$ cat config.mk
export PLATFORM = sky130hd
export DESIGN_NAME = pchr_cfg_header
export DESIGN_NICKNAME = d
export VERILOG_FILES = /design/src/pchr_pkg.sv /design/src/pchr_bar_reg.sv /design/src/pchr_sub_ids.sv /design/src/pchr_cfg_header.sv
export SDC_FILE = /design/constraint.sdc
export NUM_CORES = 1
export LEC_CHECK = 0
export BUFFER_PORTS_ARGS = -buffer_cell sky130_fd_sc_hd__buf_2
export CAP_MARGIN = 5
export CORE_MARGIN = 8
export CORE_UTILIZATION = 33
export DETAILED_ROUTE_END_ITERATION = 12
export GPL_ROUTABILITY_DRIVEN = 0
export SYNTH_ARGS = -nofsm -noshare
export SYNTH_HDL_FRONTEND = slang
export SYNTH_SLANG_ARGS = --single-unit
$ cat constraint.sdc
create_clock -name i_clk -period 6 [get_ports i_clk]
set_clock_uncertainty 0.1 [all_clocks]
set_input_delay 0.6 -clock i_clk [delete_from_list [all_inputs] [get_ports i_clk]]
set_output_delay 0.6 -clock i_clk [all_outputs]
set_load 0.01 [all_outputs]
$ cat src/pchr_pkg.sv
package pchr_pkg;

// ==========================================================
// configuration dword indices (byte address = 4 * index)
// ==========================================================
localparam int unsigned PCHR_IDX_W = 6;
localparam logic [5:0] PCHR_IDX_REV_CLASS = 6'h02;
localparam logic [5:0] PCHR_IDX_CLS_LAT_HDR = 6'h03;
localparam logic [5:0] PCHR_IDX_BAR0 = 6'h04;
localparam logic [5:0] PCHR_IDX_BAR1 = 6'h05;
localparam logic [5:0] PCHR_IDX_BAR2 = 6'h06;
localparam logic [5:0] PCHR_IDX_SUBSYS = 6'h0B;

// ==========================================================
// field positions inside the dwords
// ==========================================================
localparam int unsigned PCHR_REV_LSB = 0;
localparam int unsigned PCHR_CLASS_LSB = 8;
localparam int unsigned PCHR_CLS_LSB = 0;
localparam int unsigned PCHR_LAT_LSB = 8;
localparam int unsigned PCHR_HDR_LSB = 16;
localparam int unsigned PCHR_SUB_VENDOR_LSB = 0;
localparam int unsigned PCHR_SUB_ID_LSB = 16;
localparam int unsigned PCHR_BAR0_BASE_LSB = 22;
localparam int unsigned PCHR_BAR1_BASE_LSB = 23;
localparam int unsigned PCHR_BAR2_BASE_LSB = 4;

// ==========================================================
// fixed and reset values
// ==========================================================
localparam logic [23:0] PCHR_CLASS_VALUE = 24'h000000;
localparam logic [7:0] PCHR_HDR_VALUE = 8'h00;
localparam logic [7:0] PCHR_CLS_RST = 8'h00;
localparam logic [7:0] PCHR_CLS_MAX = 8'h80;
localparam logic [7:0] PCHR_LAT_RST = 8'h00;
localparam logic [3:0] PCHR_BAR0_LOW = 4'h8;
localparam logic [3:0] PCHR_BAR1_LOW = 4'h0;
localparam logic [3:0] PCHR_BAR2_LOW = 4'h1;
localparam logic [31:0] PCHR_BAR0_RST = 32'h00000000;
localparam logic [31:0] PCHR_BAR1_RST = 32'h00000000;
localparam logic [31:0] PCHR_BAR2_RST = 32'h00000010;
localparam logic [15:0] PCHR_SUB_RST = 16'h0000;
localparam logic [31:0] PCHR_ALL_ONES = 32'hFFFFFFFF;

// ==========================================================
// carriers
// ==========================================================
typedef struct packed {
    logic we;
    logic [5:0] idx;
    logic [3:0] byte_en;
    logic [31:0] wdata;
} pchr_cfg_req_s;

typedef struct packed {
    logic [15:0] board_id;
    logic [15:0] vendor_id;
} pchr_sub_ids_s;

endpackage

$ cat src/pchr_bar_reg.sv
`timescale 1ns/1ns
`default_nettype none
module pchr_bar_reg
    import pchr_pkg::*;
#(
    parameter int unsigned BASE_LSB = 22,
    parameter logic [3:0] LOW_BITS = 4'h0,
    parameter logic [31:0] RESET_VALUE = 32'h00000000
) (
    input wire logic i_clk,
    input wire logic i_rst,
    input wire logic i_wr,
    input wire logic [3:0] i_byte_en,
    input wire logic [31:0] i_wdata,
    output logic [31:0] o_value
);

    // ==========================================================
    // size mask: only the base field from bit BASE_LSB upward is stored
    // ==========================================================
    localparam logic [31:0] BASE_MASK = PCHR_ALL_ONES << BASE_LSB;

    // the low nibble carries fixed type bits, so the base field cannot reach into it
    if (BASE_LSB < 4 || BASE_LSB > 31) begin : g_bad_base_lsb
        $error("BASE_LSB must lie in 4..31");
    end

    logic [31:0] base_ff;
    logic [31:0] nxt_base;

    always_comb begin
        nxt_base = base_ff;
        for (int b = 0; b < 4; b++) begin
            if (i_byte_en[b]) begin
                nxt_base[b*8 +: 8] = i_wdata[b*8 +: 8];
            end
        end
        nxt_base = nxt_base & BASE_MASK;
    end

    // writes below the base field vanish, so the host reads the size mask
    always_ff @(posedge i_clk or posedge i_rst) begin
        if (i_rst) begin
            base_ff <= RESET_VALUE & BASE_MASK;
        end else if (i_wr) begin
            base_ff <= nxt_base;
        end
    end

    assign o_value = base_ff | {28'h0000000, LOW_BITS};

endmodule
`default_nettype wire

$ cat src/pchr_sub_ids.sv
`timescale 1ns/1ns
`default_nettype none
module pchr_sub_ids
    import pchr_pkg::*;
(
    input wire logic i_clk,
    input wire logic i_rst,
    input wire logic i_load,
    input wire pchr_sub_ids_s i_ids,
    output pchr_sub_ids_s o_ids
);

    // ==========================================================
    // board identifiers, loadable only by autoinitialization
    // ==========================================================
    pchr_sub_ids_s ids_ff;

    always_ff @(posedge i_clk or posedge i_rst) begin
        if (i_rst) begin
            ids_ff.board_id <= PCHR_SUB_RST;
            ids_ff.vendor_id <= PCHR_SUB_RST;
        end else if (i_load) begin
            ids_ff <= i_ids;
        end
    end

    assign o_ids = ids_ff;

endmodule
`default_nettype wire

$ cat src/pchr_cfg_header.sv
// Functional notes
// - class code reads zero, 24 bits
// - cache line size keeps powers of two
// - header type reads zero
// - first window reads FFC00008 when sized
// - first window base bits 31..22 writable
// - first window bits 21..4 read zero
// - first window bit 3 reads one
// - memory windows bits 2..0 read zero
// - second window reads FF800000 when sized
// - second window base bits 31..23 writable
// - second window bits 22..3 read zero
// - third window reads FFFFFFF1 when sized
// - third window base bits 31..4 writable
// - third window bits 3..2 read zero
// - third window bit1 zero, bit0 one
// - read-only sixteen bit board identifier
// - read-only sixteen bit board vendor identifier
// - identifiers reset zero unless eeprom loaded
`timescale 1ns/1ns
`default_nettype none
module pchr_cfg_header
    import pchr_pkg::*;
#(
    parameter logic [7:0] SILICON_REVISION = 8'h01
) (
    input wire logic i_clk,
    input wire logic i_rst,
    input wire logic i_cfg_req,
    input wire pchr_cfg_req_s i_cfg,
    output logic o_cfg_ack,
    output logic [31:0] o_cfg_rdata,
    input wire logic i_eeprom_load,
    input wire pchr_sub_ids_s i_eeprom_ids,
    output logic [7:0] o_cache_line_size,
    output logic [7:0] o_latency_timer,
    output logic [31:0] o_prefetch_mem_window_base,
    output logic [31:0] o_plain_mem_window_base,
    output logic [31:0] o_io_window_base,
    output pchr_sub_ids_s o_board_ids
);

    // silicon revision value is arbitrary

    // ==========================================================
    // request decode
    // ==========================================================
    logic wr_req;
    logic rd_req;
    logic hit_cls_lat;
    logic wr_bar0;
    logic wr_bar1;
    logic wr_bar2;

    assign wr_req = i_cfg_req && i_cfg.we;
    assign rd_req = i_cfg_req && !i_cfg.we;
    assign hit_cls_lat = wr_req && (i_cfg.idx == PCHR_IDX_CLS_LAT_HDR);
    assign wr_bar0 = wr_req && (i_cfg.idx == PCHR_IDX_BAR0);
    assign wr_bar1 = wr_req && (i_cfg.idx == PCHR_IDX_BAR1);
    assign wr_bar2 = wr_req && (i_cfg.idx == PCHR_IDX_BAR2);

    // ==========================================================
    // cache line size and latency timer
    // ==========================================================
    logic [7:0] cls_ff;
    logic [7:0] lat_ff;
    logic [7:0] cls_wr_val;
    logic cls_legal;

    assign cls_wr_val = i_cfg.wdata[PCHR_CLS_LSB +: 8];
    // zero passes the power-of-two test, which is what we want
    assign cls_legal = ((cls_wr_val & (cls_wr_val - 8'h01)) == 8'h00) && (cls_wr_val <= PCHR_CLS_MAX);

    always_ff @(posedge i_clk or posedge i_rst) begin
        if (i_rst) begin
            cls_ff <= PCHR_CLS_RST;
        end else if (hit_cls_lat && i_cfg.byte_en[0]) begin
            cls_ff <= cls_legal ? cls_wr_val : 8'h00;
        end
    end

    always_ff @(posedge i_clk or posedge i_rst) begin
        if (i_rst) begin
            lat_ff <= PCHR_LAT_RST;
        end else if (hit_cls_lat && i_cfg.byte_en[1]) begin
            lat_ff <= i_cfg.wdata[PCHR_LAT_LSB +: 8];
        end
    end

    // ==========================================================
    // base address windows
    // ==========================================================
    logic [31:0] bar0_val;
    logic [31:0] bar1_val;
    logic [31:0] bar2_val;

    pchr_bar_reg #(
        .BASE_LSB(PCHR_BAR0_BASE_LSB),
        .LOW_BITS(PCHR_BAR0_LOW),
        .RESET_VALUE(PCHR_BAR0_RST)
    ) u_bar0 (
        .i_clk(i_clk),
        .i_rst(i_rst),
        .i_wr(wr_bar0),
        .i_byte_en(i_cfg.byte_en),
        .i_wdata(i_cfg.wdata),
        .o_value(bar0_val)
    );

    pchr_bar_reg #(
        .BASE_LSB(PCHR_BAR1_BASE_LSB),
        .LOW_BITS(PCHR_BAR1_LOW),
        .RESET_VALUE(PCHR_BAR1_RST)
    ) u_bar1 (
        .i_clk(i_clk),
        .i_rst(i_rst),
        .i_wr(wr_bar1),
        .i_byte_en(i_cfg.byte_en),
        .i_wdata(i_cfg.wdata),
        .o_value(bar1_val)
    );

    pchr_bar_reg #(
        .BASE_LSB(PCHR_BAR2_BASE_LSB),
        .LOW_BITS(PCHR_BAR2_LOW),
        .RESET_VALUE(PCHR_BAR2_RST)
    ) u_bar2 (
        .i_clk(i_clk),
        .i_rst(i_rst),
        .i_wr(wr_bar2),
        .i_byte_en(i_cfg.byte_en),
        .i_wdata(i_cfg.wdata),
        .o_value(bar2_val)
    );

    // ==========================================================
    // board identifiers
    // ==========================================================
    pchr_sub_ids_s ids_val;

    pchr_sub_ids u_ids (
        .i_clk(i_clk),
        .i_rst(i_rst),
        .i_load(i_eeprom_load),
        .i_ids(i_eeprom_ids),
        .o_ids(ids_val)
    );

    // ==========================================================
    // read multiplexer
    // ==========================================================
    logic [31:0] nxt_rdata;

    // unmapped indices read zero so a scan of the header sees empty dwords
    always_comb begin
        nxt_rdata = 32'h00000000;
        unique case (i_cfg.idx)
            PCHR_IDX_REV_CLASS: begin
                nxt_rdata[PCHR_REV_LSB +: 8] = SILICON_REVISION;
                nxt_rdata[PCHR_CLASS_LSB +: 24] = PCHR_CLASS_VALUE;
            end
            PCHR_IDX_CLS_LAT_HDR: begin
                nxt_rdata[PCHR_CLS_LSB +: 8] = cls_ff;
                nxt_rdata[PCHR_LAT_LSB +: 8] = lat_ff;
                nxt_rdata[PCHR_HDR_LSB +: 8] = PCHR_HDR_VALUE;
            end
            PCHR_IDX_BAR0: begin
                nxt_rdata = bar0_val;
            end
            PCHR_IDX_BAR1: begin
                nxt_rdata = bar1_val;
            end
            PCHR_IDX_BAR2: begin
                nxt_rdata = bar2_val;
            end
            PCHR_IDX_SUBSYS: begin
                nxt_rdata[PCHR_SUB_VENDOR_LSB +: 16] = ids_val.vendor_id;
                nxt_rdata[PCHR_SUB_ID_LSB +: 16] = ids_val.board_id;
            end
            default: begin
                nxt_rdata = 32'h00000000;
            end
        endcase
    end

    // ==========================================================
    // answer path: one cycle after every request
    // ==========================================================
    logic ack_ff;
    logic [31:0] rdata_ff;

    always_ff @(posedge i_clk or posedge i_rst) begin
        if (i_rst) begin
            ack_ff <= 1'b0;
        end else begin
            ack_ff <= i_cfg_req;
        end
    end

    // writes answer with zero data; read-only fields simply have no store
    always_ff @(posedge i_clk or posedge i_rst) begin
        if (i_rst) begin
            rdata_ff <= 32'h00000000;
        end else if (rd_req) begin
            rdata_ff <= nxt_rdata;
        end else if (wr_req) begin
            rdata_ff <= 32'h00000000;
        end
    end

    assign o_cfg_ack = ack_ff;
    assign o_cfg_rdata = rdata_ff;

    // ==========================================================
    // registered copies for the target logic
    // ==========================================================
    assign o_cache_line_size = cls_ff;
    assign o_latency_timer = lat_ff;
    assign o_prefetch_mem_window_base = bar0_val;
    assign o_plain_mem_window_base = bar1_val;
    assign o_io_window_base = bar2_val;
    assign o_board_ids = ids_val;

    // ==========================================================
    // checks
    // ==========================================================
    a_class_reads_zero: assert property (
        @(posedge i_clk) disable iff (i_rst)
        rd_req && (i_cfg.idx == PCHR_IDX_REV_CLASS)
        |=> o_cfg_ack && (o_cfg_rdata[31:8] == 24'h000000)
    ) else $error("class code not zero");

    a_cls_illegal_zero: assert property (
        @(posedge i_clk) disable iff (i_rst)
        hit_cls_lat && i_cfg.byte_en[0] && !cls_legal |=> (cls_ff == 8'h00)
    ) else $error("illegal cache line size stored");

    a_cls_legal_kept: assert property (
        @(posedge i_clk) disable iff (i_rst)
        hit_cls_lat && i_cfg.byte_en[0] && (cls_wr_val == 8'h40) |=> (cls_ff == 8'h40)
    ) else $error("legal cache line size lost");

    a_hdr_reads_zero: assert property (
        @(posedge i_clk) disable iff (i_rst)
        rd_req && (i_cfg.idx == PCHR_IDX_CLS_LAT_HDR)
        |=> (o_cfg_rdata[23:16] == 8'h00) && (o_cfg_rdata[7:0] == $past(cls_ff))
    ) else $error("header type not zero");

    a_bar0_sizing: assert property (
        @(posedge i_clk) disable iff (i_rst)
        wr_bar0 && (i_cfg.byte_en == 4'hF) && (i_cfg.wdata == PCHR_ALL_ONES)
        |=> (bar0_val == 32'hFFC00008)
    ) else $error("first window size mask wrong");

    a_bar0_base_kept: assert property (
        @(posedge i_clk) disable iff (i_rst)
        wr_bar0 && (i_cfg.byte_en == 4'hF)
        |=> (bar0_val[31:22] == $past(i_cfg.wdata[31:22])) ##1 ($stable(bar0_val) || $past(wr_bar0))
    ) else $error("first window base not kept");

    a_bar0_low_fixed: assert property (
        @(posedge i_clk) disable iff (i_rst)
        1'b1 |-> (bar0_val[21:0] == 22'h000008)
    ) else $error("first window low bits wrong");

    a_bar1_sizing: assert property (
        @(posedge i_clk) disable iff (i_rst)
        wr_bar1 && (i_cfg.byte_en == 4'hF) && (i_cfg.wdata == PCHR_ALL_ONES)
        |=> (bar1_val == 32'hFF800000) ##1 ((bar1_val == 32'hFF800000) || $past(wr_bar1))
    ) else $error("second window size mask wrong");

    a_bar1_base_kept: assert property (
        @(posedge i_clk) disable iff (i_rst)
        wr_bar1 && (i_cfg.byte_en == 4'hF)
        |=> (bar1_val == {$past(i_cfg.wdata[31:23]), 23'h000000})
    ) else $error("second window base wrong");

    a_bar2_sizing: assert property (
        @(posedge i_clk) disable iff (i_rst)
        wr_bar2 && (i_cfg.byte_en == 4'hF) && (i_cfg.wdata == PCHR_ALL_ONES)
        |=> (bar2_val == 32'hFFFFFFF1)
    ) else $error("io window size mask wrong");

    a_bar2_base_kept: assert property (
        @(posedge i_clk) disable iff (i_rst)
        wr_bar2 && (i_cfg.byte_en == 4'hF)
        |=> (bar2_val == {$past(i_cfg.wdata[31:4]), 4'h1})
    ) else $error("io window base wrong");

    a_bar1_low_fixed: assert property (
        @(posedge i_clk) disable iff (i_rst)
        1'b1 |-> (bar1_val[22:0] == 23'h000000)
    ) else $error("second window low bits wrong");

    a_bar2_low_fixed: assert property (
        @(posedge i_clk) disable iff (i_rst)
        1'b1 |-> (bar2_val[3:0] == 4'h1)
    ) else $error("io window low bits wrong");

    a_lat_kept: assert property (
        @(posedge i_clk) disable iff (i_rst)
        hit_cls_lat && i_cfg.byte_en[1] |=> (lat_ff == $past(i_cfg.wdata[PCHR_LAT_LSB +: 8]))
    ) else $error("latency timer write lost");

    a_ids_read_back: assert property (
        @(posedge i_clk) disable iff (i_rst)
        rd_req && (i_cfg.idx == PCHR_IDX_SUBSYS)
        |=> (o_cfg_rdata == {$past(ids_val.board_id), $past(ids_val.vendor_id)})
    ) else $error("board identifiers misread");

    a_ids_hold: assert property (
        @(posedge i_clk) disable iff (i_rst)
        !i_eeprom_load |=> $stable(ids_val)
    ) else $error("identifiers changed without load");

    a_ids_load: assert property (
        @(posedge i_clk) disable iff (i_rst)
        i_eeprom_load |=> (ids_val == $past(i_eeprom_ids))
    ) else $error("identifier load lost");

    a_ro_write_ignored: assert property (
        @(posedge i_clk) disable iff (i_rst)
        wr_req && (i_cfg.idx == PCHR_IDX_SUBSYS) && !i_eeprom_load |=> $stable(ids_val)
    ) else $error("read-only write took effect");

    a_ack_one_cycle: assert property (
        @(posedge i_clk) disable iff (i_rst)
        i_cfg_req |=> o_cfg_ack ##1 (!o_cfg_ack || $past(i_cfg_req))
    ) else $error("answer not one cycle after request");

    a_ack_no_spurious: assert property (
        @(posedge i_clk) disable iff (i_rst)
        !i_cfg_req |=> !o_cfg_ack
    ) else $error("answer without request");

    a_write_reads_zero: assert property (
        @(posedge i_clk) disable iff (i_rst)
        wr_req |=> o_cfg_ack && (o_cfg_rdata == 32'h00000000)
    ) else $error("write answer carries data");

endmodule
`default_nettype wire

[Word level (Yosys, flattened, before mapping)]
Index checks and enable logic that the tools add are counted.
Storage, ports and cells
  flip-flop bits (word level): 128
  bits of input ports: 79
  output and inout bits: 177
  word-level logic and storage cells: 48
Operators by class
  add/sub/neg operators: 1
  order comparisons: 1
  eq/ne operators: 6
  multiplexer cells: 5
  bitwise logic cells: 1
  reduce and logical (&&, ||, !) cells: 20
Operator list (count)
  24-bit one-hot mux with 6 select lines: 1
  32-bit 2-to-1 mux: 2
  8-bit one-hot mux with 4 select lines: 1
  6-bit by 3-bit equality test with 1-bit output (second input constant): 3
  2-bit AND reduction: 8
  6-bit by 2-bit equality test with 1-bit output (second input constant): 2
  1-bit logical AND: 9
  8-bit AND: 1
  8-bit <= comparator (second input constant): 1
  8-bit zero test: 1
  8-bit 2-to-1 mux: 1
  8-bit by 1-bit subtractor with 8-bit output (second input constant): 1
  6-bit by 4-bit equality test with 1-bit output (second input constant): 1
  2-bit nonzero test: 1
  1-bit zero test: 1

[Longest topological paths before layout]
  depth in word-level cells: 5
  mapped depth: 7
  mapped depth without buffers: 4

[Modules after synthesis]
Synthesis repeated with hierarchy kept, for this count alone.
Second synthesis, totals
  cells, all modules: 525
  area total of the unflattened synthesis: 6461.2 um^2
By module, submodules not included
  pchr_cfg_header: times used 1, cells an instance 297, area each 2965.3 um^2, seq. area each 1226.2 um^2
  pchr_sub_ids: times used 1, cells an instance 69, area each 1348.8 um^2, seq. area each 800.8 um^2
  pchr_bar_reg (u_bar2): times used 1, cells an instance 67, area each 1081.0 um^2, seq. area each 701.9 um^2
  pchr_bar_reg (u_bar0): times used 1, cells an instance 47, area each 549.3 um^2, seq. area each 250.2 um^2
  pchr_bar_reg (u_bar1): times used 1, cells an instance 45, area each 516.7 um^2, seq. area each 225.2 um^2

[Worst setup path before layout]
OpenSTA, ideal clock, no wires.
  kind: input to register
  from: in i_cfg[41] (netlist name)
  to: reg cls_ff[5], in the netlist o_cache_line_size[5]
  library setup time: 74 ps
  arrival time: 2102 ps
  required time: 5826 ps
  slack: 3724 ps
  cell stages on the path: 5
  path buffers: 1
  cell sequence: or2_1 > or4b_1 > clkbuf_2 > or4_4 > o21ai_2
On the way
  longest elaborated chain between the ends: 3
Ends and longest elaborated chain
  from (decl): line pchr_cfg_header.sv:30  | input wire pchr_cfg_req_s i_cfg,
  6-bit by 2-bit equality test with 1-bit output: line pchr_cfg_header.sv:57  | assign hit_cls_lat = wr_req && (i_cfg.idx == PCHR_IDX_CLS_LAT_HDR);
  1-bit logical AND: line pchr_cfg_header.sv:57
  1-bit logical AND: line pchr_cfg_header.sv:77  | end else if (hit_cls_lat && i_cfg.byte_en[0]) begin
  to (signal assigned): line pchr_cfg_header.sv:78  | cls_ff <= cls_legal ? cls_wr_val : 8'h00;
  to (decl): line pchr_cfg_header.sv:65  | logic [7:0] cls_ff;
No other way between the ends.
A chain may end at the register's enable or synchronous reset.

[Worst setup path after layout]
  from: in i_cfg[37] (netlist name)
  to: reg u_bar2.base_ff[30]
On the way
  longest elaborated chain between the ends: 3
Ends and longest elaborated chain
  6-bit by 3-bit equality test with 1-bit output: line pchr_cfg_header.sv:60  | assign wr_bar2 = wr_req && (i_cfg.idx == PCHR_IDX_BAR2);
  1-bit logical AND: line pchr_cfg_header.sv:60
  2-bit AND reduction (no source line)
  to (signal assigned): line pchr_bar_reg.sv:44  | base_ff <= RESET_VALUE & BASE_MASK;
  to (signal assigned): line pchr_bar_reg.sv:46  | base_ff <= nxt_base;
  to (decl): line pchr_bar_reg.sv:28  | logic [31:0] base_ff;
No other way between the ends.

==> impl_metrics.sql <==
INSERT INTO impl_metrics (metric_group, metric, value, unit) VALUES
('outcome', 'status', 'finished clean', ''),
('timing', 'layout_worst_path_cycle_share', '0.475', ''),
('global_routing', 'globalRoute.totalOverflow', '0', ''),
('power', 'max_rail_drop_vdd', '190', 'µV'),
('floorplan', 'starting_density_of_the_core', '0.334', ''),
('cells_and_area', 'final_common_cell', 'buf_2', ''),
('yosys', 'synth_fa_ha_area_frac', '0', ''),
('global_routing', 'largest_net_degree_at_the_start_of_global_routing', '72', ''),
('worst_setup_path', 'ff2ff_path_depth', '4', ''),
('timing', 'hold_violations', '0', ''),
('worst_hold_path', 'min-delay-path-class', 'input pin to async pin', ''),
('cells_and_area', 'final_core_utilization', '0.428', ''),
('timing', 'worstMarginPinSlew', '1.24', 'ns'),
('worst_setup_path', 'crit_required', '6.20', 'ns'),
('cells_and_area', 'drive_gt1_frac', '0.490', ''),
('worst_setup_path', 'cp_data_arrival_time', '3.05', 'ns'),
('yosys', 'netlist_area_before_placement', '0.00593', 'mm²'),
('yosys', 'postSynthCellCount', '477', ''),
('cells_and_area', 'seq_area', '0.00320', 'mm²'),
('cells_and_area', 'filler_cell_count', '1699', ''),
('worst_setup_path', 'path_cells', 'buf_2 > and4b_1 > nand4_1 > mux2_2', ''),
('clocking', 'worst_skew_pair.late_latency', '0.41', 'ns'),
('yosys', 'yosys_warnings', '0', ''),
('clocking', 'tritoncts', 'done', ''),
('drt', 'detail_route.wl_per_cell', '19.8', 'µm'),
('yosys', 'postSynthAreaPerCell', '12.4', 'µm²'),
('drt', 'routed_wirelength', '18.2', 'mm'),
('timing', 'setup_viol_count_final', '0', ''),
('floorplan', 'dieArea', '0.0225', 'mm²'),
('drt', 'drtAntennaViolNets', '0', ''),
('global_routing', 'global_route.usage.total', '0.163', ''),
('placed_design', 'placedCellCount', '887', ''),
('clocking', 'master_cell_of_the_clock_root_buffer', 'clkbuf_16', ''),
('timing', 'fmax', '351', 'MHz'),
('floorplan', 'die_w', '150', 'µm'),
('clocking', 'cts.repair_timing.setup_buffer_count', '0', ''),
('timing', 'final-max-slew-violation-count', '0', ''),
('global_routing', 'antenna_found_initial', '1', ''),
('worst_setup_path', 'critical_path_peak_fanout', '22', ''),
('drt', 'vias', '4611', ''),
('timing', 'slew_hr', '0.175', ''),
('yosys', 'number_of_different_library_cells_in_the_post_synthesis_netlist', '47', ''),
('cells_and_area', 'multiInputGateArea', '0.00236', 'mm²'),
('floorplan', 'die_y', '150', 'µm'),
('floorplan', 'fp.coreArea', '0.0178', 'mm²'),
('worst_setup_path', 'rr_startpoint', 'o_cache_line_size[0]$_DFFE_PP0P_', ''),
('placed_design', 'port-buffer-count', '206', ''),
('cells_and_area', 'layout.cells.non_filler', '920', ''),
('yosys', 'xor_xnor_portion_of_the_synthesized_cell_area', '0', ''),
('cells_and_area', 'layout-area-overhead-vs-synth', '28.3', '%'),
('worst_setup_path', 'critical-path-slowest-cell', 'and4b_1', ''),
('floorplan', 'std_cell_rows', '49', ''),
('worst_setup_path', 'reg2reg_slack', '4.78', 'ns'),
('clocking', 'cts-resized-gates', '0', ''),
('yosys', 'synth-edff-count', '0', ''),
('cells_and_area', 'mostFrequentLayoutCells', 'buf_2, dfrtp_1, mux2_2, conb_1, inv_1', ''),
('timing', 'setup_slack', '3.15', 'ns'),
('yosys', 'synth_simple_gate_area_frac', '0.0757', ''),
('yosys', 'proportion_of_synthesized_flip_flops_having_asynchronous_set_or_reset', '1.00', ''),
('global_routing', 'number_of_global_route_vias_before_repair', '5015', ''),
('placed_design', 'hpwl', '13.5', 'mm'),
('timing', 'fin_setup_tns', '0', 'ns'),
('clocking', 'h-tree-depth', '4', ''),
('yosys', 'synth.area.mux_share', '0.182', ''),
('worst_setup_path', 'worstSetupStartpointType', 'input pin', ''),
('worst_setup_path', 'timing.critical_path.slowest_cell_delay', '0.98', 'ns'),
('clocking', 'cts_made_buffers', '17', ''),
('yosys', 'synth_compound_area_frac', '0.108', ''),
('clocking', 'clock_tree.buffer_depth', '2', ''),
('worst_setup_path', 'worstReg2RegEnd', 'o_cfg_rdata[0]$_DFFE_PP0P_', ''),
('timing', 'finalWorstPathRequiredPeriod', '2.85', 'ns');
## metal layers
metal / wire, µm / GRT usage / share of wire
met2: 8700 / 0.265 / 0.48
met3: 2070 / 0.0637 / 0.11
met1: 7280 / 0.197 / 0.40
met4: 189 / 0.0500 / 0.010
met5: 9 / 0 / 0.00049
## flip-flops by register name, summed over array words and instances, names as in the netlist
signal / cells
o_cfg_ack: 1
u_bar0.base_ff: 10
o_cfg_rdata: 32
u_bar2.base_ff: 28
u_bar1.o_value: 9
u_ids.o_ids: 32
o_cache_line_size: 8
o_latency_timer: 8
## cell usage after synthesis (all sizes together), types with 2 or more instances
master / count / share of area
or4: 3 / 0.0044
or4b: 5 / 0.0084
a2111oi: 2 / 0.0030
o31ai: 4 / 0.0051
mux2: 87 / 0.17
mux2i: 10 / 0.017
conb: 2 / 0.0013
o21ai: 2 / 0.0030
o22ai: 19 / 0.020
and4: 2 / 0.0030
dfrtp: 127 / 0.54
or3: 3 / 0.0032
inv: 21 / 0.013
nand2b: 4 / 0.0042
nand4: 4 / 0.0042
nand2: 10 / 0.0063
a22oi: 8 / 0.010
a221o: 13 / 0.022
nor2: 4 / 0.0025
or2: 2 / 0.0021
nor2b: 17 / 0.018
clkbuf: 16 / 0.010
a22o: 12 / 0.018
nor3: 11 / 0.0093
buf: 59 / 0.069
nand3: 4 / 0.0034
a221oi: 9 / 0.013
o41ai: 2 / 0.0030
nor4: 2 / 0.0021
and4b: 2 / 0.0034
## worst max-delay path: cells and delay by family
kind	cells	cell delay (ns)
buffers and inverters	1	0.40
muxes	1	0.46
and+or+nand+nor	2	1.58
## cell families (layout without fill, tap and decap cells)
family,count (synthesis),count (layout)
AO/OA/AOI/OAI,79,79
multiplexers,97,97
flip-flops,128,128
AND/OR/NAND/NOR,74,74
buffers and inverters,97,263
other,2,50
## cell type report
| class | count | area share |
|---|---|---|
| Inverter | 22 | 0.0112 |
| Tap cell | 229 | 0.0376 |
| Antenna cell | 1 | 0.000329 |
| Timing Repair Buffer | 209 | 0.138 |
| Multi-Input combinational cell | 299 | 0.310 |
| Clock inverter | 9 | 0.0171 |
| Clock buffer | 23 | 0.0641 |
| Sequential cell | 128 | 0.421 |
## power breakdown
| part | leakage (nW) | switching (mW) | internal, mW |
|---|---|---|---|
| registers | 1.70 | 0.0346 | 0.904 |
| clock network | 0.291 | 0.383 | 0.696 |
| logic | 1.90 | 0.121 | 0.0860 |
## per-stage QoR
step | total power [mW] | hold slack, ns | area [µm²]
final | 2.23 | 0.203 | 7610
after detailed placement | 1.16 | 0.409 | 6990
after floorplan | 1.08 | 0.428 | 6110
after global placement | 1.16 | 0.406 | 6990
after global routing | 2.32 | 0.270 | 7610
after CTS | 2.25 | 0.237 | 7610
## worst max-delay path by stage
stage | startpoint | endpoint | cells after the start
CTS | i_cfg[37] | u_bar2.base_ff[30]$_DFFE_PP0P_ | 4
floorplan | i_rst | o_cache_line_size[0]$_DFFE_PP0P_ | 1
global placement | i_cfg[37] | u_bar2.base_ff[13]$_DFFE_PP0P_ | 4
global route | i_cfg[37] | u_bar2.base_ff[25]$_DFFE_PP0P_ | 4
detailed placement | i_cfg[37] | u_bar2.base_ff[30]$_DFFE_PP0P_ | 4
finish | i_cfg[37] | u_bar2.base_ff[30]$_DFFE_PP0P_ | 4
Note: power is estimated with default switching activity, not from simulation.
